===== src/hw/two_wire_defines.svh =====
// Offsets, fields, status codes, timing
`ifndef TWO_WIRE_DEFINES_SVH
`define TWO_WIRE_DEFINES_SVH

// ==========================================================================
// Register offsets
`define OFF_CONTROL 3'h0
`define OFF_STATUS 3'h1
`define OFF_DATA 3'h2
`define OFF_EVT_STATUS 3'h3
`define OFF_EVT_MASK 3'h4

// ==========================================================================
// Control fields
`define CTL_IRQ_FLAG 7
`define CTL_ACK_ENABLE 6
`define CTL_START_REQUEST 5
`define CTL_STOP_REQUEST 4
`define CTL_WRITE_COLLISION 3
`define CTL_IFACE_ENABLE 2
`define CTL_IRQ_ENABLE 0

// ==========================================================================
// Event bits
`define EVT_FLAG_SET 0
`define EVT_ARB_LOST 1
`define EVT_STOP_SENT 2
`define EVT_WIDTH 3

// ==========================================================================
// Status codes, prescaler bits zero
`define ST_START_SENT 8'h08
`define ST_RSTART_SENT 8'h10
`define ST_MT_ADDR_ACK 8'h18
`define ST_MT_ADDR_NACK 8'h20
`define ST_ARB_LOST 8'h38
`define ST_MR_ADDR_ACK 8'h40
`define ST_MR_ADDR_NACK 8'h48
`define ST_MR_DATA_ACK 8'h50
`define ST_MR_DATA_NACK 8'h58
`define ST_IDLE_CODE 8'hF8

// ==========================================================================
// Timing
`define CLK_HZ 100000000
`define SCL_HZ 100000
`define HALF_BIT_CYCLES (`CLK_HZ / (2 * `SCL_HZ))

`endif


===== src/hw/two_wire_pkg.sv =====
// Types of the two-wire master receiver
package two_wire_pkg;

  // ========================================================================
  // Register port request
  typedef struct packed {
    logic [2:0] addr;
    logic [7:0] wdata;
    logic wr;
    logic rd;
  } reg_req_type;

  // ========================================================================
  // Bus sequencer states
  typedef enum logic [3:0] {
    S_IDLE,
    S_WAIT_FREE,
    S_START_A,
    S_START_B,
    S_HOLD,
    S_LOST,
    S_BIT_LOW,
    S_BIT_HIGH,
    S_STOP_A,
    S_STOP_B,
    S_STOP_C,
    S_RSTART_A,
    S_RSTART_B
  } seq_state_type;

endpackage : two_wire_pkg


===== src/hw/half_bit_ticker.sv =====
// Half-bit enable divider for the serial clock
`timescale 1ns/100ps

module half_bit_ticker #(
  parameter int unsigned DIV = 500
) (
  input wire logic clk, // System clock
  input wire logic rst_n, // Synchronised reset
  input wire logic run, // Count while high
  output logic tick // One-cycle enable
);

  logic [15:0] cnt_reg;

  always_ff @(posedge clk or negedge rst_n) begin
    if (!rst_n) begin
      cnt_reg <= 16'h0000;
      tick <= 1'b0;
    end else if (!run) begin
      // Restart so every phase gets a full half bit
      cnt_reg <= 16'h0000;
      tick <= 1'b0;
    end else if (cnt_reg == 16'(DIV - 1)) begin
      cnt_reg <= 16'h0000;
      tick <= 1'b1;
    end else begin
      cnt_reg <= cnt_reg + 16'h0001;
      tick <= 1'b0;
    end
  end

endmodule : half_bit_ticker


===== src/hw/two_wire_master_receiver.sv =====
// Two-wire master receiver with register port and interrupt
//
// The implementer's own choices: the strobed register port and the register offsets.
`timescale 1ns/100ps
`include "two_wire_defines.svh"

// Overview of operation
// - Read address enters receiver mode, write address enters transmitter mode.
// - Status codes are given with prescaler bits reading zero.
// - Enable, start and flag written one: wait for free bus, send START.
// - After START, set flag and report 0x08.
// - After address and acknowledge, set flag, report 0x38, 0x40 or 0x48.
// - Received byte sits in data register whenever flag is set after it.
// - Flag one, stop set, start clear, enable set: transmit STOP.
// - Flag one with start while holding bus: repeated START, report 0x10.
// - In 0x10 read address stays receiver, write address switches transmitter.
// - On 0x38 clear releases bus, or with start waits free then START.
// - In 0x40 clearing flag receives byte, acknowledging per ack enable.
// - In 0x48 clearing flag gives repeated START, STOP, or STOP then START.
// - 0x50 means byte acknowledged; next byte acknowledged per ack enable.
// - 0x58 means byte not acknowledged; then repeated START, STOP or both.
// - Hardware clears stop request once the STOP has been sent.
// - Start and stop both set: STOP immediately followed by new START.
module two_wire_master_receiver #(
  parameter int unsigned HALF_BIT = `HALF_BIT_CYCLES
) (
  input wire logic clk, // System clock, 100 MHz
  input wire logic arst_n, // Asynchronous reset
  input two_wire_pkg::reg_req_type req, // Register port request
  output logic [7:0] rdata, // Read data, cycle after read strobe
  output logic irq, // Level interrupt
  input wire logic scl_i, // Serial clock line level
  output logic scl_oe, // Pull serial clock low
  input wire logic sda_i, // Serial data line level
  output logic sda_oe // Pull serial data low
);

  import two_wire_pkg::*;

  // ========================================================================
  // Reset release and pin synchronisers
  logic [1:0] rst_sync_reg;
  logic rst_n;
  logic [1:0] scl_sync_reg;
  logic [1:0] sda_sync_reg;
  logic scl_prev_reg;
  logic sda_prev_reg;
  logic scl_s;
  logic sda_s;

  always_ff @(posedge clk or negedge arst_n) begin
    if (!arst_n) begin
      rst_sync_reg <= 2'h0;
    end else begin
      rst_sync_reg <= {rst_sync_reg[0], 1'b1};
    end
  end
  assign rst_n = rst_sync_reg[1];

  always_ff @(posedge clk or negedge rst_n) begin
    if (!rst_n) begin
      scl_sync_reg <= 2'h3;
      sda_sync_reg <= 2'h3;
      scl_prev_reg <= 1'b1;
      sda_prev_reg <= 1'b1;
    end else begin
      scl_sync_reg <= {scl_sync_reg[0], scl_i};
      sda_sync_reg <= {sda_sync_reg[0], sda_i};
      scl_prev_reg <= scl_sync_reg[1];
      sda_prev_reg <= sda_sync_reg[1];
    end
  end
  assign scl_s = scl_sync_reg[1];
  assign sda_s = sda_sync_reg[1];

  // ========================================================================
  // Register port decode
  function automatic logic hit(input logic [2:0] a, input logic [2:0] off);
    hit = (a == off);
  endfunction : hit

  logic ctrl_wr;
  logic go;
  logic data_wr;
  logic evt_wr;
  logic mask_wr;

  assign ctrl_wr = req.wr && hit(req.addr, `OFF_CONTROL);
  assign data_wr = req.wr && hit(req.addr, `OFF_DATA);
  assign evt_wr = req.wr && hit(req.addr, `OFF_EVT_STATUS);
  assign mask_wr = req.wr && hit(req.addr, `OFF_EVT_MASK);
  assign go = ctrl_wr && req.wdata[`CTL_IRQ_FLAG] &&
              req.wdata[`CTL_IFACE_ENABLE];

  // ========================================================================
  // Sequencer state
  seq_state_type state_reg;
  logic [3:0] bit_cnt_reg;
  logic [7:0] shift_reg;
  logic [7:0] code_reg;
  logic rx_phase_reg;
  logic nack_bit_reg;
  logic is_read_reg;
  logic restart_reg;
  logic then_start_reg;
  logic master_reg;
  logic scl_oe_reg;
  logic sda_oe_reg;
  logic flag_set_reg;
  logic rx_valid_reg;
  logic stop_done_reg;
  logic arb_lost_reg;
  logic bus_busy_reg;
  logic tick;
  logic tick_run;

  logic flag_reg;
  logic ack_en_reg;
  logic sta_reg;
  logic sto_reg;
  logic wcol_reg;
  logic en_reg;
  logic ie_reg;
  logic [7:0] data_reg;
  logic [`EVT_WIDTH-1:0] evt_reg;
  logic [`EVT_WIDTH-1:0] mask_reg;
  logic [7:0] rdata_reg;
  logic irq_reg;

  assign tick_run = (state_reg != S_IDLE) && (state_reg != S_HOLD) &&
                    (state_reg != S_LOST);

  half_bit_ticker #(
    .DIV(HALF_BIT)
  ) u_ticker (
    .clk(clk),
    .rst_n(rst_n),
    .run(tick_run),
    .tick(tick)
  );

  // ========================================================================
  // Bus busy from START and STOP on the lines
  always_ff @(posedge clk or negedge rst_n) begin
    if (!rst_n) begin
      bus_busy_reg <= 1'b0;
    end else if (scl_s && scl_prev_reg && sda_prev_reg && !sda_s) begin
      bus_busy_reg <= 1'b1;
    end else if (scl_s && scl_prev_reg && !sda_prev_reg && sda_s) begin
      bus_busy_reg <= 1'b0;
    end
  end

  // ========================================================================
  // Bus sequencer
  always_ff @(posedge clk or negedge rst_n) begin
    if (!rst_n) begin
      state_reg <= S_IDLE;
      bit_cnt_reg <= 4'h0;
      shift_reg <= 8'h00;
      code_reg <= `ST_IDLE_CODE;
      rx_phase_reg <= 1'b0;
      nack_bit_reg <= 1'b0;
      is_read_reg <= 1'b0;
      restart_reg <= 1'b0;
      then_start_reg <= 1'b0;
      master_reg <= 1'b0;
      scl_oe_reg <= 1'b0;
      sda_oe_reg <= 1'b0;
      flag_set_reg <= 1'b0;
      rx_valid_reg <= 1'b0;
      stop_done_reg <= 1'b0;
      arb_lost_reg <= 1'b0;
    end else begin
      flag_set_reg <= 1'b0;
      rx_valid_reg <= 1'b0;
      stop_done_reg <= 1'b0;
      arb_lost_reg <= 1'b0;
      case (state_reg)
        S_IDLE: begin
          scl_oe_reg <= 1'b0;
          sda_oe_reg <= 1'b0;
          restart_reg <= 1'b0;
          if (go && req.wdata[`CTL_START_REQUEST]) begin
            state_reg <= S_WAIT_FREE;
          end else if (go && req.wdata[`CTL_STOP_REQUEST]) begin
            stop_done_reg <= 1'b1; // Not master: nothing to send
          end
        end
        S_WAIT_FREE: begin
          if (tick && !bus_busy_reg && scl_s && sda_s) begin
            sda_oe_reg <= 1'b1;
            state_reg <= S_START_A;
          end
        end
        S_START_A: begin
          if (tick) begin
            scl_oe_reg <= 1'b1;
            state_reg <= S_START_B;
          end
        end
        S_START_B: begin
          if (tick) begin
            master_reg <= 1'b1;
            code_reg <= restart_reg ? `ST_RSTART_SENT : `ST_START_SENT;
            flag_set_reg <= 1'b1;
            state_reg <= S_HOLD;
          end
        end
        S_HOLD: begin
          scl_oe_reg <= 1'b1;
          if (go && flag_reg) begin
            bit_cnt_reg <= 4'h0;
            if (code_reg == `ST_START_SENT || code_reg == `ST_RSTART_SENT) begin
              shift_reg <= data_reg;
              is_read_reg <= data_reg[0];
              rx_phase_reg <= 1'b0;
              state_reg <= S_BIT_LOW;
            end else if (code_reg == `ST_MR_ADDR_ACK ||
                         code_reg == `ST_MR_DATA_ACK) begin
              rx_phase_reg <= 1'b1;
              nack_bit_reg <= !req.wdata[`CTL_ACK_ENABLE];
              state_reg <= S_BIT_LOW;
            end else if (req.wdata[`CTL_STOP_REQUEST]) begin
              then_start_reg <= req.wdata[`CTL_START_REQUEST];
              state_reg <= S_STOP_A;
            end else if (req.wdata[`CTL_START_REQUEST]) begin
              state_reg <= S_RSTART_A;
            end
          end
        end
        S_LOST: begin
          scl_oe_reg <= 1'b0;
          sda_oe_reg <= 1'b0;
          if (go && flag_reg) begin
            restart_reg <= 1'b0;
            if (req.wdata[`CTL_START_REQUEST]) begin
              state_reg <= S_WAIT_FREE;
            end else begin
              code_reg <= `ST_IDLE_CODE;
              state_reg <= S_IDLE;
            end
          end
        end
        S_BIT_LOW: begin
          scl_oe_reg <= 1'b1;
          if (bit_cnt_reg < 4'h8) begin
            sda_oe_reg <= rx_phase_reg ? 1'b0 : !shift_reg[7];
          end else begin
            sda_oe_reg <= rx_phase_reg ? !nack_bit_reg : 1'b0;
          end
          if (tick) begin
            scl_oe_reg <= 1'b0;
            state_reg <= S_BIT_HIGH;
          end
        end
        S_BIT_HIGH: begin
          // Clock stretching: wait for line high
          if (tick && scl_s) begin
            if (!sda_oe_reg && !sda_s &&
                ((!rx_phase_reg && bit_cnt_reg < 4'h8) ||
                 (rx_phase_reg && bit_cnt_reg == 4'h8))) begin
              code_reg <= `ST_ARB_LOST;
              master_reg <= 1'b0;
              arb_lost_reg <= 1'b1;
              flag_set_reg <= 1'b1;
              sda_oe_reg <= 1'b0;
              state_reg <= S_LOST;
            end else if (bit_cnt_reg < 4'h8) begin
              shift_reg <= {shift_reg[6:0], sda_s};
              bit_cnt_reg <= bit_cnt_reg + 4'h1;
              scl_oe_reg <= 1'b1;
              state_reg <= S_BIT_LOW;
            end else begin
              scl_oe_reg <= 1'b1;
              sda_oe_reg <= 1'b0;
              flag_set_reg <= 1'b1;
              state_reg <= S_HOLD;
              if (rx_phase_reg) begin
                rx_valid_reg <= 1'b1;
                code_reg <= nack_bit_reg ? `ST_MR_DATA_NACK
                                         : `ST_MR_DATA_ACK;
              end else if (is_read_reg) begin
                code_reg <= sda_s ? `ST_MR_ADDR_NACK
                                  : `ST_MR_ADDR_ACK;
              end else begin
                code_reg <= sda_s ? `ST_MT_ADDR_NACK
                                  : `ST_MT_ADDR_ACK;
              end
            end
          end
        end
        S_STOP_A: begin
          scl_oe_reg <= 1'b1;
          sda_oe_reg <= 1'b1;
          if (tick) begin
            scl_oe_reg <= 1'b0;
            state_reg <= S_STOP_B;
          end
        end
        S_STOP_B: begin
          if (tick && scl_s) begin
            sda_oe_reg <= 1'b0;
            state_reg <= S_STOP_C;
          end
        end
        S_STOP_C: begin
          if (tick) begin
            stop_done_reg <= 1'b1;
            master_reg <= 1'b0;
            restart_reg <= 1'b0;
            code_reg <= `ST_IDLE_CODE;
            state_reg <= then_start_reg ? S_WAIT_FREE : S_IDLE;
          end
        end
        S_RSTART_A: begin
          scl_oe_reg <= 1'b1;
          sda_oe_reg <= 1'b0;
          if (tick) begin
            scl_oe_reg <= 1'b0;
            state_reg <= S_RSTART_B;
          end
        end
        S_RSTART_B: begin
          if (tick && scl_s && sda_s) begin
            sda_oe_reg <= 1'b1;
            restart_reg <= 1'b1;
            state_reg <= S_START_A;
          end
        end
        default: begin
          state_reg <= S_IDLE;
        end
      endcase
    end
  end

  // ========================================================================
  // Control; hardware flag set beats a clear
  always_ff @(posedge clk or negedge rst_n) begin
    if (!rst_n) begin
      flag_reg <= 1'b0;
    end else if (flag_set_reg) begin
      flag_reg <= 1'b1;
    end else if (ctrl_wr && req.wdata[`CTL_IRQ_FLAG]) begin
      flag_reg <= 1'b0;
    end
  end

  always_ff @(posedge clk or negedge rst_n) begin
    if (!rst_n) begin
      ack_en_reg <= 1'b0;
      sta_reg <= 1'b0;
      en_reg <= 1'b0;
      ie_reg <= 1'b0;
    end else if (ctrl_wr) begin
      ack_en_reg <= req.wdata[`CTL_ACK_ENABLE];
      sta_reg <= req.wdata[`CTL_START_REQUEST];
      en_reg <= req.wdata[`CTL_IFACE_ENABLE];
      ie_reg <= req.wdata[`CTL_IRQ_ENABLE];
    end
  end

  always_ff @(posedge clk or negedge rst_n) begin
    if (!rst_n) begin
      sto_reg <= 1'b0;
    end else if (ctrl_wr) begin
      sto_reg <= req.wdata[`CTL_STOP_REQUEST];
    end else if (stop_done_reg) begin
      sto_reg <= 1'b0;
    end
  end

  // Data writes refused while a byte moves
  always_ff @(posedge clk or negedge rst_n) begin
    if (!rst_n) begin
      wcol_reg <= 1'b0;
    end else if (data_wr) begin
      wcol_reg <= !flag_reg;
    end
  end

  always_ff @(posedge clk or negedge rst_n) begin
    if (!rst_n) begin
      data_reg <= 8'hFF;
    end else if (rx_valid_reg) begin
      data_reg <= shift_reg;
    end else if (data_wr && flag_reg) begin
      data_reg <= req.wdata;
    end
  end

  // ========================================================================
  // Event status, mask and interrupt
  always_ff @(posedge clk or negedge rst_n) begin
    if (!rst_n) begin
      evt_reg <= '0;
    end else begin
      evt_reg <= (evt_reg & ~(evt_wr ? req.wdata[`EVT_WIDTH-1:0]
                                     : {`EVT_WIDTH{1'b0}})) |
                 {stop_done_reg, arb_lost_reg, flag_set_reg};
    end
  end

  always_ff @(posedge clk or negedge rst_n) begin
    if (!rst_n) begin
      mask_reg <= '0;
    end else if (mask_wr) begin
      mask_reg <= req.wdata[`EVT_WIDTH-1:0];
    end
  end

  always_ff @(posedge clk or negedge rst_n) begin
    if (!rst_n) begin
      irq_reg <= 1'b0;
    end else begin
      irq_reg <= |(evt_reg & mask_reg);
    end
  end

  // ========================================================================
  // Read data, one cycle after the strobe
  always_ff @(posedge clk or negedge rst_n) begin
    if (!rst_n) begin
      rdata_reg <= 8'h00;
    end else if (req.rd) begin
      if (hit(req.addr, `OFF_CONTROL)) begin
        rdata_reg <= {flag_reg, ack_en_reg, sta_reg, sto_reg, wcol_reg,
                      en_reg, 1'b0, ie_reg};
      end else if (hit(req.addr, `OFF_STATUS)) begin
        rdata_reg <= {code_reg[7:3], 3'h0};
      end else if (hit(req.addr, `OFF_DATA)) begin
        rdata_reg <= data_reg;
      end else if (hit(req.addr, `OFF_EVT_STATUS)) begin
        rdata_reg <= {5'h00, evt_reg};
      end else if (hit(req.addr, `OFF_EVT_MASK)) begin
        rdata_reg <= {5'h00, mask_reg};
      end else begin
        rdata_reg <= 8'h00;
      end
    end else begin
      rdata_reg <= 8'h00;
    end
  end

  assign rdata = rdata_reg;
  assign irq = irq_reg;
  assign scl_oe = scl_oe_reg;
  assign sda_oe = sda_oe_reg;

endmodule : two_wire_master_receiver


===== config.mk =====
export PLATFORM = sky130hd
export DESIGN_NAME = two_wire_master_receiver
export DESIGN_NICKNAME = d
export VERILOG_FILES = /design/src/hw/two_wire_pkg.sv /design/src/hw/half_bit_ticker.sv /design/src/hw/two_wire_master_receiver.sv
export VERILOG_INCLUDE_DIRS = /design/src /design/src/hw
export SDC_FILE = /design/constraint.sdc
export NUM_CORES = 1
export LEC_CHECK = 0
export ABC_AREA = 1
export BUFFER_PORTS_ARGS = -buffer_cell sky130_fd_sc_hd__buf_2
export CAP_MARGIN = 20
export CORE_AREA = 2 2 111 113
export CTS_CLUSTER_SIZE = 28
export DETAILED_ROUTE_END_ITERATION = 10
export DIE_AREA = 0 0 113 115
export SETUP_SLACK_MARGIN = 0.02
export SYNTH_ARGS = -nofsm -noshare
export SYNTH_HDL_FRONTEND = slang
export SYNTH_SLANG_ARGS = --single-unit

===== constraint.sdc =====
create_clock -name clk -period 3.1 [get_ports clk]
set_clock_uncertainty 0.2 [all_clocks]
set_input_delay 0.62 -clock clk [delete_from_list [all_inputs] [get_ports clk]]
set_output_delay 0.62 -clock clk [all_outputs]
set_load 0.02 [all_outputs]

; After elaboration in Yosys (flattened, before gate mapping)
; Cells that the tools add are included.
[totals]
regBits = 91
in_bits = 17
memories = 0
elab_cells = 255
latchBits = 0
mem_bits_rw = 0
mem_bits_ro = 0
output_inout_bits = 11
[classes]
shifts = 0
div_mod_pow = 0
n_lt_le_gt_ge = 1
mul = 0
addsub = 2
bitwise = 6
muxes = 102
reduce_logical = 66
n_eq_ne = 43
[op_table]
columns = cell, n
row1 = $mux W8, 18
row2 = $mux W4, 23
row3 = $pmux W4 S13, 1
row4 = $mux W1, 41
row5 = $mux W16, 2
row6 = $pmux W8 S4, 1
row7 = $logic_and A1 B1 Y1, 26
row8 = $eq A4 B4 Y1 const B, 6
row9 = $ne A2 B2 Y1 const B, 11
row10 = $add A16 B1 Y16 const B, 1
row11 = $eq A16 B9 Y1 const B, 1
row12 = $eq A4 B3 Y1 const B, 4
row13 = $eq A8 B7 Y1 const B, 2
row14 = $pmux W8 S2, 1
row15 = $mux W7, 2
row16 = $reduce_and A14 Y1, 1
row17 = $ne A2 B1 Y1 const B, 6
row18 = $reduce_and A4 Y1, 3
row19 = $reduce_and A6 Y1, 2
row20 = $reduce_bool A2 Y1, 6
row21 = $reduce_bool A4 Y1, 3
row22 = $reduce_and A5 Y1, 2
row23 = $logic_not A1 Y1, 9
row24 = $mux W3, 3
row25 = 33 further kinds, 45

; Depth between registers and ports, before layout
; Gate-level depths: netlist of the first run.
[depth]
word_depth = 8
mapped_depth = 10
mapped_depth_nobuf = 10

; By module
; A second synthesis of the first run with hierarchy kept.
[unflattened]
hier_cells = 601
hier_area_um2 = 4790.8
[by_module_without_submodules]
columns = module, area_per_inst_um2, seq_area_each_um2, instances, cells_per_inst
row1 = two_wire_master_receiver, 3871.2, 1800.5, 1, 480
row2 = half_bit_ticker, 919.6, 425.4, 1, 121

; Least setup slack after synthesis of the first run
; OpenSTA, ideal clock, no wires.
[synth_timing]
path_kind = input port to flip-flop
from = input port req[11] (netlist name)
to = register shift_reg[6]
path_buffers = 1
required_time_ns = 2.777
arrival_ns = 1.565
setup_ns = 0.123
slack_ns = 1.211
cell_stages = 9
path_cell_list = nor2_4 > nand3_4 > nor2_4 > nand3_2 > nand2_2 > nand3_4 > buf_6 > nand2_1 > o21ai_2
[synth_between]
elab_chain_cells = 7
[synth_lines]
columns = element, line
row1 = from (decl), two_wire_master_receiver.sv:29  ; input two_wire_pkg::reg_req_type req,
row2 = $logic_not A3 Y1, two_wire_master_receiver.sv:79  ; hit = (a == off);
row3 = $logic_and A1 B1 Y1, two_wire_master_receiver.sv:88  ; assign ctrl_wr = req.wr && hit(req.addr, `OFF_CONTROL);
row4 = $logic_and A1 B1 Y1 (2 in series), two_wire_master_receiver.sv:92  ; assign go = ctrl_wr && req.wdata[`CTL_IRQ_FLAG] &&
row5 = $logic_and A1 B1 Y1, two_wire_master_receiver.sv:212  ; if (go && flag_reg) begin
row6 = $ne A2 B2 Y1 (no source line), -
row7 = $reduce_and A6 Y1 (no source line), -
row8 = to (signal assigned), two_wire_master_receiver.sv:215  ; shift_reg <= data_reg;
row9 = to (signal assigned), two_wire_master_receiver.sv:270  ; shift_reg <= {shift_reg[6:0], sda_s};
row10 = to (decl), two_wire_master_receiver.sv:99  ; logic [7:0] shift_reg;
; Every way passes these cells.
; A chain may end at the register's enable or synchronous reset.

; Final worst setup path of the first run
[layout_timing]
from = register state_reg[3]
to = register shift_reg[6]
[layout_between]
elab_chain_cells = 3
word_cells_on_any_way = 10
classes_between = eq/ne: 7 / mux: 1 / reduce/logical: 2
[layout_lines]
columns = element, line
row1 = from (decl), two_wire_master_receiver.sv:97  ; seq_state_type state_reg;
row2 = from (signal assigned), two_wire_master_receiver.sv:313  ; state_reg <= then_start_reg ? S_WAIT_FREE : S_IDLE;
row3 = $eq A4 B3 Y1, two_wire_master_receiver.sv:179  ; case (state_reg)
row4 = $ne A2 B2 Y1 (no source line) or $reduce_bool A2 Y1 (tied branches), -
row5 = $reduce_and A6 Y1 (no source line), -
; Parallel ways exist; a longest one is shown, timed or not.

==> metrics.md, run 1 <==
| Metric | Value |
|---|---|
| Reg2reg start | state_reg[3] |
| Initial Util | 0.389 |
| Async SR Flop Fraction | 1.00 |
| Clk Latency, worst-skew pair | 0.36 ns |
| Cells taking the most area after synthesis | dfrtp_1 38%, nand2_1 12%, dfstp_2 11%, inv_1 5.4%, nor2_1 4.7% |
| WL final | 10500 microns |
| Hpwl dp | 7750 microns |
| DRC | 3 |
| Yosys warns | 0 |
| Int Pwr | about 0.0024 W |
| CTS clk-pin slew, worst paths | 0.07 ns |
| Routed metal-1 wirelength | 4840 microns |
| Synthesized netlist cell count | 562 |
| Num CTS Buffers | 9 |
| Port bufs | 27 |
| Crit path max-delay cell type | dfrtp_1 |
| Post-Synth Adder-Cell Area | 0.0136 |
| RD Place Congestion | 0.955 |
| Req. time, crit path | 3.14 ns |
| Sw Ratio | 0.388 |
| Slew at the pin closest to its max-slew limit | 0.639 ns |
| Synth top area share | 0.376 |
| CTS tree | yes |
| Share of cells above drive strength 1 | 0.178 |
| Crit Path Max Fanout | 16 |
| Vias in the first global route | 3748 |
| Drt via density | 5.05 |
| Final Hold Fails | 0 |
| Initial antenna violation count | 0 |
| Number of synthesized flops with an enable pin | 0 |
| F_max | around 0.46 GHz |
| #FFs+latches synth | 88 |
| Simple-gate share of the synthesized area | 0.285 |
| Sequential area share after synthesis | 0.484 |
| H-tree level count | 3 |
| Top_reg_cell synth | dfrtp_1 |
| Reg power frac | 0.410 |
| Xor and xnor area share after synthesis | 0.00953 |
| Slew HR | 0.570 |
| CP delay by family, top | simple AND/OR/NAND/NOR gates |
| Die H | 115 microns |
| Endpoints failing setup | 0 |
| ANT cells | 0 |
| Total track usage | 0.175 |
| Core footprint | 11800 sq um |
| P per Cell Area | 764 nW/um^2 |
| Congestion Overflow GR | 0 |
| Status | finished, violations left |
| CTS-repair resized insts | 0 |
| Synth Area in Compound Gates | 0.131 |
| Fill cells | ~1200 |
| Synth cell types | 48 |
| Setup TNS | 0 ns |
| Logic pwr share | 0.322 |
| First-pass GRT wire length | between 15000 and 20000 microns |
| Worst ir drop on vdd | 341 uV |
| Highest routed layer | met4 |
| Mapped Area | 4600 sq um |
| Setup CP Type | flip-flop to flip-flop |
| R2R setup slack | 0.91 ns |
| Multiplexer area fraction after synthesis | 0.00680 |
| Hold Path Class | flip-flop to asynchronous set/reset pin |
| Largest register FFs | 16 |
| DP Area | around 5000 sq um |
| DRT iter0 DRCs | 197 |
| Mapped Avg Cell Area | 8.18 sq um |
| Buffers & Inverters on Critical Path | 1 |
| Met3 Wirelength | 488 microns |
| Cell taking the most area after synthesis | dfrtp_1 |
| Syn_nets | 584 |
| Worst setup EP type | flip-flop |
| WL/cell | 14.0 microns |
| Clk network pwr share | 0.268 |
| Leakage | about 2.5 nW |
| # rows | 40 |
| Detail Route Antenna Nets | 0 |
| Number of setup buffers added after CTS | 0 |
| Clock sinks | 88 |
| Final net count | a little over 600 |
| Critical Path Start | state_reg[3] |
| Max_cap viols | 0 |
| CP startpoint kind | flip-flop |
| Critical Path Max Stage Delay | 0.45 ns |
| RSZ-0062 raised after global routing | no |
| Area growth, synth to finish | 13.1% |
| Final period utilization | 0.706 |
| Slew Limit Fails | 0 |
| Clk buf depth | 2 |
| Worst endpoint data arrival time | 2.23 ns |
| Tmin final | 2.19 ns |
| CP cell instances | inv_2, nand2_4, nor2_4, nand2_1, nand2_1, nand3_4, nand2_1, o21ai_2 |
| Root Driver | clkbuf_16 |
| Met2 Wirelength | 4890 microns |
| Total number of vias | 3785 |
| Failing checks | design-rule violations |
| Crit-path most repeated cell | nand2_1 |
| Largest net degree at the start of global routing | 84 |
| DRT Pass-1 Iters | 7 |
| Die width | roughly 110 microns |
| Main combinational cell family by area after synthesis | simple AND/OR/NAND/NOR gates |
| Net Switching | roughly 0.0015 W |
| I/O pins | 28 |
| Design Area, Final | approximately 5200 sq um |
| Die Area | 13000 sq um |
==> worst reg2reg max path, stage by stage, from the launching register on <==
cell and delay, ns:
dfrtp_1 0.45, inv_2 0.14, nand2_4 0.09, nor2_4 0.31, nand2_1 0.28, nand2_1 0.17, nand3_4 0.22, nand2_1 0.16
o21ai_2 0.06
==> timing repair <==
action	CTS	global route
hold buffers	1	0
hold endpoints to repair	2	0
endpoints found under the setup margin	0	0
==> power by group through the flow <==
stage                     Sequential [W]  Combinational (W)  Clock [W]
after CTS                        0.00164            0.00127    0.00110
after global routing             0.00166            0.00148    0.00114
after global placement           0.00165            0.00125          0
after detailed placement         0.00166            0.00126          0
final                            0.00163            0.00128    0.00106
after floorplan                  0.00162           0.000969          0
==> routing by layer <==
metal / vias to the layer above / track usage
li1: 1907 / -
met1: 1788 / 0.229
met2: 69 / 0.275
met3: 21 / 0.0506
met4: 0 / 0.0724
met5: - / 0
==> cell usage in the layout, fill, tap and decap left out, drive strengths merged, types with 2 or more instances in the layout <==
cell type,count
nand2,154
inv,73
dfrtp,69
nor2,69
o21ai,53
nand3,39
buf,30
dfstp,19
a21oi,11
nand4,10
clkbuf,9
nor3,7
o22ai,6
a31oi,6
ha,5
a221oi,4
xor2,4
o21bai,4
or2,4
o211ai,3
a41oi,2
o21a,2
mux2i,2
o31ai,2
nor3b,2
a211oi,2
clkinv,2
==> metrics by stage <==
step	power (W)	instances	util	hold WS, ns	setup WS, ns
2_1_floorplan	0.00259	562	-	0.124	0.301
3_3_place_gp	0.00290	731	0.413	0.142	0.863
3_5_place_dp	0.00292	731	0.413	0.136	0.829
4_1_cts	0.00401	748	0.438	0.152	0.924
5_1_grt	0.00427	749	0.440	0.0396	0.689
6_report	0.00397	749	0.440	0.0198	0.912
==> final timing paths <==
check                      cells after the start         endpoint
setup / recovery                               8     shift_reg[6]
hold / removal                                 0          sto_reg
setup reg to reg                               8     shift_reg[6]
hold reg to reg                                0          sto_reg
max in group asynchronous                      2  sda_sync_reg[0]
min in group clk                               0  scl_sync_reg[1]
==> synth_stat cells (6+ instances only) <==
cell and number:
a21oi_1 10, nand2_1 149, a31oi_1 6, nor2_1 58, o21ai_2 8, nand4_1 10
nor3_1 7, nor2_2 6, inv_1 66, o22ai_1 6, dfstp_2 19, o21ai_0 41
dfrtp_1 69, nand3_1 33
==> cell type report <==
type / count / area, sq um / share of cell area
clock buffers: 9 / 225 / 0.0433
clock inverters: 7 / 61.3 / 0.0118
inverters: 69 / 259 / 0.0498
multi-input cells: 398 / 2050 / 0.395
flip-flops and latches: 88 / 2230 / 0.429
well taps: 147 / 184 / 0.0354
repair buffers: 31 / 188 / 0.0361
==> cells by family (layout without fill, tap and decap cells) <==
family | after synthesis | after routing
and+or+nand+nor | 288 | 288
muxes | 3 | 3
adders and majority gates | 5 | 5
xor gates and xnor gates | 5 | 5
AOI/OAI and AO/OA | 96 | 96
buffers and inverters | 76 | 116
other | 1 | 1
DFF | 88 | 88
(Power assumes the default switching activity.)
==> run 2: changes to the inputs <==
==> constraint.sdc (replaced) <==
create_clock -name clk -period 1.9 [get_ports clk]
set_clock_uncertainty 0.2 [all_clocks]
set_input_delay 0.38 -clock clk [delete_from_list [all_inputs] [get_ports clk]]
set_output_delay 0.38 -clock clk [all_outputs]
set_load 0.02 [all_outputs]
==> run 2 against run 1 <==
The run still ends with design-rule violations left. Critical path depth up 2. Routed wire length up 7.2%. Utilization up 3.5 points. Worst setup slack worse by 0.82 ns. Hold slack better by 0.029 ns. Cell area up 8.0%. Flip-flop and latch count unchanged. Via count up 7.1%. First-iteration DRC count up 37%. Non-clock buffer count up 35. Final cell count up 4.8%. Largest power group unchanged.
==> metrics.md, run 2 (synthesis results as in run 1) <==
| Metric | Value |
|---|---|
| P per Cell Area | 1220 nW/um^2 (+59%) |
| Status | finished, violations left |
| CTS clk-pin slew, worst paths | 0.07 ns (about the same) |
| Die Area | 13000 sq um (unchanged) |
| Congestion Overflow GR | 0 (unchanged) |
| Setup TNS | 0 ns (unchanged) |
| Most frequent cells in the layout | 141 x nand2_1, 65 x inv_1, 65 x dfrtp_1 |
| Detail Route Antenna Nets | 0 (unchanged) |
| Reg power frac | 0.393 (-0.017) |
| F_max | 0.552 GHz (+21%) |
| Sw Ratio | 0.385 (-0.00335) |
| Commonest non-fill, non-tap cell in the layout | nand2_1 |
| Total track usage | 0.180 (+0.00500) |
| First-pass GRT wire length | 18600 microns (+3.7%) |
| Int Pwr | 0.00420 W (+73%) |
| Slew Limit Fails | 0 (unchanged) |
| Core footprint | 11800 sq um (unchanged) |
| CTS tree | yes |
| Crit path max-delay cell type | dfrtp_1 |
| Final worst setup slack | 0.0881 ns (-0.824 ns) |
| I/O pins | 28 (unchanged) |
| Largest register FFs | 16 (unchanged) |
| Worst ir drop on vdd | 605 uV (+77%) |
| ANT cells | 0 (unchanged) |
| WL final | 11200 microns (+7.2%) |
| Total number of vias | 4053 (+7.1%) |
| Clock sinks | 88 (unchanged) |
| Initial antenna violation count | 0 (unchanged) |
| Failing checks | design-rule violations |
| H-tree level count | 3 (unchanged) |
| CP cell instances | inv_1, nand2_4, inv_1, nand2_1, a21oi_2, nor2_2, nand3_2, nor2_4, nand2_1, nand2_1 |
| Final net count | 655 (+5.8%) |
| Area growth, synth to finish | 22.1% |
| Pre-CTS setup slack | -0.00156 ns (-0.830 ns) |
| Clk network pwr share | 0.254 (-0.014) |
| # rows | 40 (unchanged) |
| DRT Pass-1 Iters | 8 (+1) |
| Critical Path Max Stage Delay | 0.42 ns (-0.03 ns) |
| Clk buf depth | 2 (unchanged) |
| Crit-path most repeated cell | nand2_1 |
| Drt via density | 5.16 (+2.2%) |
| Final period utilization | 0.954 (+0.248) |
| Design Area, Final | 5610 sq um (+8.0%) |
| Leakage | 2.68 nW (+7.6%) |
| DRC | 3 (unchanged) |
| Critical Path Start | state_reg[0] |
| RD Place Congestion | 0.929 (-2.7%) |
| DRT iter0 DRCs | 269 (+37%) |
| Die width | 113 microns (unchanged) |
| Max_cap viols | 0 (unchanged) |
| Initial Util | 0.389 (unchanged) |
| Hold Path Class | flip-flop to asynchronous set/reset pin |
| Root Driver | clkbuf_16 |
| Reg2reg start | state_reg[0] |
| Setup CP Type | flip-flop to flip-flop |
| Crit Path Max Fanout | 5 (-11) |
| RSZ-0062 raised after global routing | yes |
| Tmin final | 1.81 ns (-0.376 ns) |
| Largest net degree at the start of global routing | 30 (-64%) |
| Tot Pwr | 0.00683 W (+72%) |
| Endpoints failing setup | 0 (unchanged) |
| Net Switching | 0.00263 W (+70%) |
| Final Hold Fails | 0 (unchanged) |
| DP Area | 5130 sq um (+5.2%) |
| Num CTS Buffers | 9 (unchanged) |
| Port bufs | 27 (unchanged) |
| Logic pwr share | 0.353 (+0.031) |
| Clk Latency, worst-skew pair | 0.35 ns (about the same) |
| WL/cell | 14.3 microns (+2.3%) |
| Die H | 115 microns (unchanged) |
| Worst endpoint data arrival time | 1.85 ns (-0.38 ns) |
| Vias in the first global route | 3890 (+3.8%) |
| Share of cells above drive strength 1 | 0.255 (+0.0777) |
| Worst setup EP type | flip-flop |
| CP startpoint kind | flip-flop |
| Hold Slack | 0.0487 ns (+0.0290 ns) |
| Req. time, crit path | 1.93 ns (-1.21 ns) |
| Hpwl dp | 8360 microns (+7.8%) |
## run 2: changes by cell type in the layout (fill, tap and decap cells not counted), sizes merged
cell         change
nand3            +1
dlygate4sd3      +2
buf             +33
clkbuf           +1
inv              -1
## run 2: final cells by class
type / count / area, sq um
repair buffers: 66 / 468
flip-flops and latches: 88 / 2230
clock buffers: 10 / 239
clock inverters: 6 / 50.0
fillers: 1163 / 6200
inverters: 69 / 262
well taps: 147 / 184
multi-input cells: 399 / 2180
## run 2: worst paths after layout
path,endpoint,cells after the start,slack [ns]
setup reg to reg,state_reg[2],10,0.09
setup / recovery,state_reg[2],10,0.09
max in group asynchronous,scl_sync_reg[1],1,0.84
min in group clk,nack_bit_reg,2,0.08
hold / removal,rdata[5],0,0.05
hold reg to reg,rdata[5],0,0.05
## run 2: power by group through the flow
| stage | Sequential [W] | Clock, W | Combinational, W |
|---|---|---|---|
| after floorplan | 0.00265 | 0 | 0.00158 |
| after global placement | 0.00268 | 0 | 0.00222 |
| after detailed placement | 0.00268 | 0 | 0.00225 |
| after CTS | 0.00265 | 0.00179 | 0.00227 |
| after global routing | 0.00273 | 0.00187 | 0.00272 |
| final | 0.00268 | 0.00174 | 0.00241 |
## run 2: routing by layer
metal / GRT usage / share of wire / vias to the layer above
met5: 0 / 0 / -
met4: 0.0813 / 0.030 / 0
met1: 0.231 / 0.46 / 1947
met3: 0.0448 / 0.043 / 25
li1: - / - / 1987
met2: 0.291 / 0.47 / 94
## run 2: per-stage QoR
stage,utilization,std cells
global placement,0.434,763
floorplan,-,562
CTS,0.461,782
finish,0.475,785
detailed placement,0.434,763
global route,0.475,785
## run 2: critical path: cells and delay by family, from the launching register on
kind / cells / cell delay [ns]
AND/OR/NAND/NOR: 7 / 0.58
buffers and inverters: 2 / 0.28
flip-flops: 1 / 0.42
AO/OA/AOI/OAI: 1 / 0.21
## run 2: repair_timing
action	in CTS	in global routing
buffers inserted	0	2
gates resized for setup	0	37
setup endpoints to repair	0	41
hold endpoints to repair	4	0
hold buffers	3	0
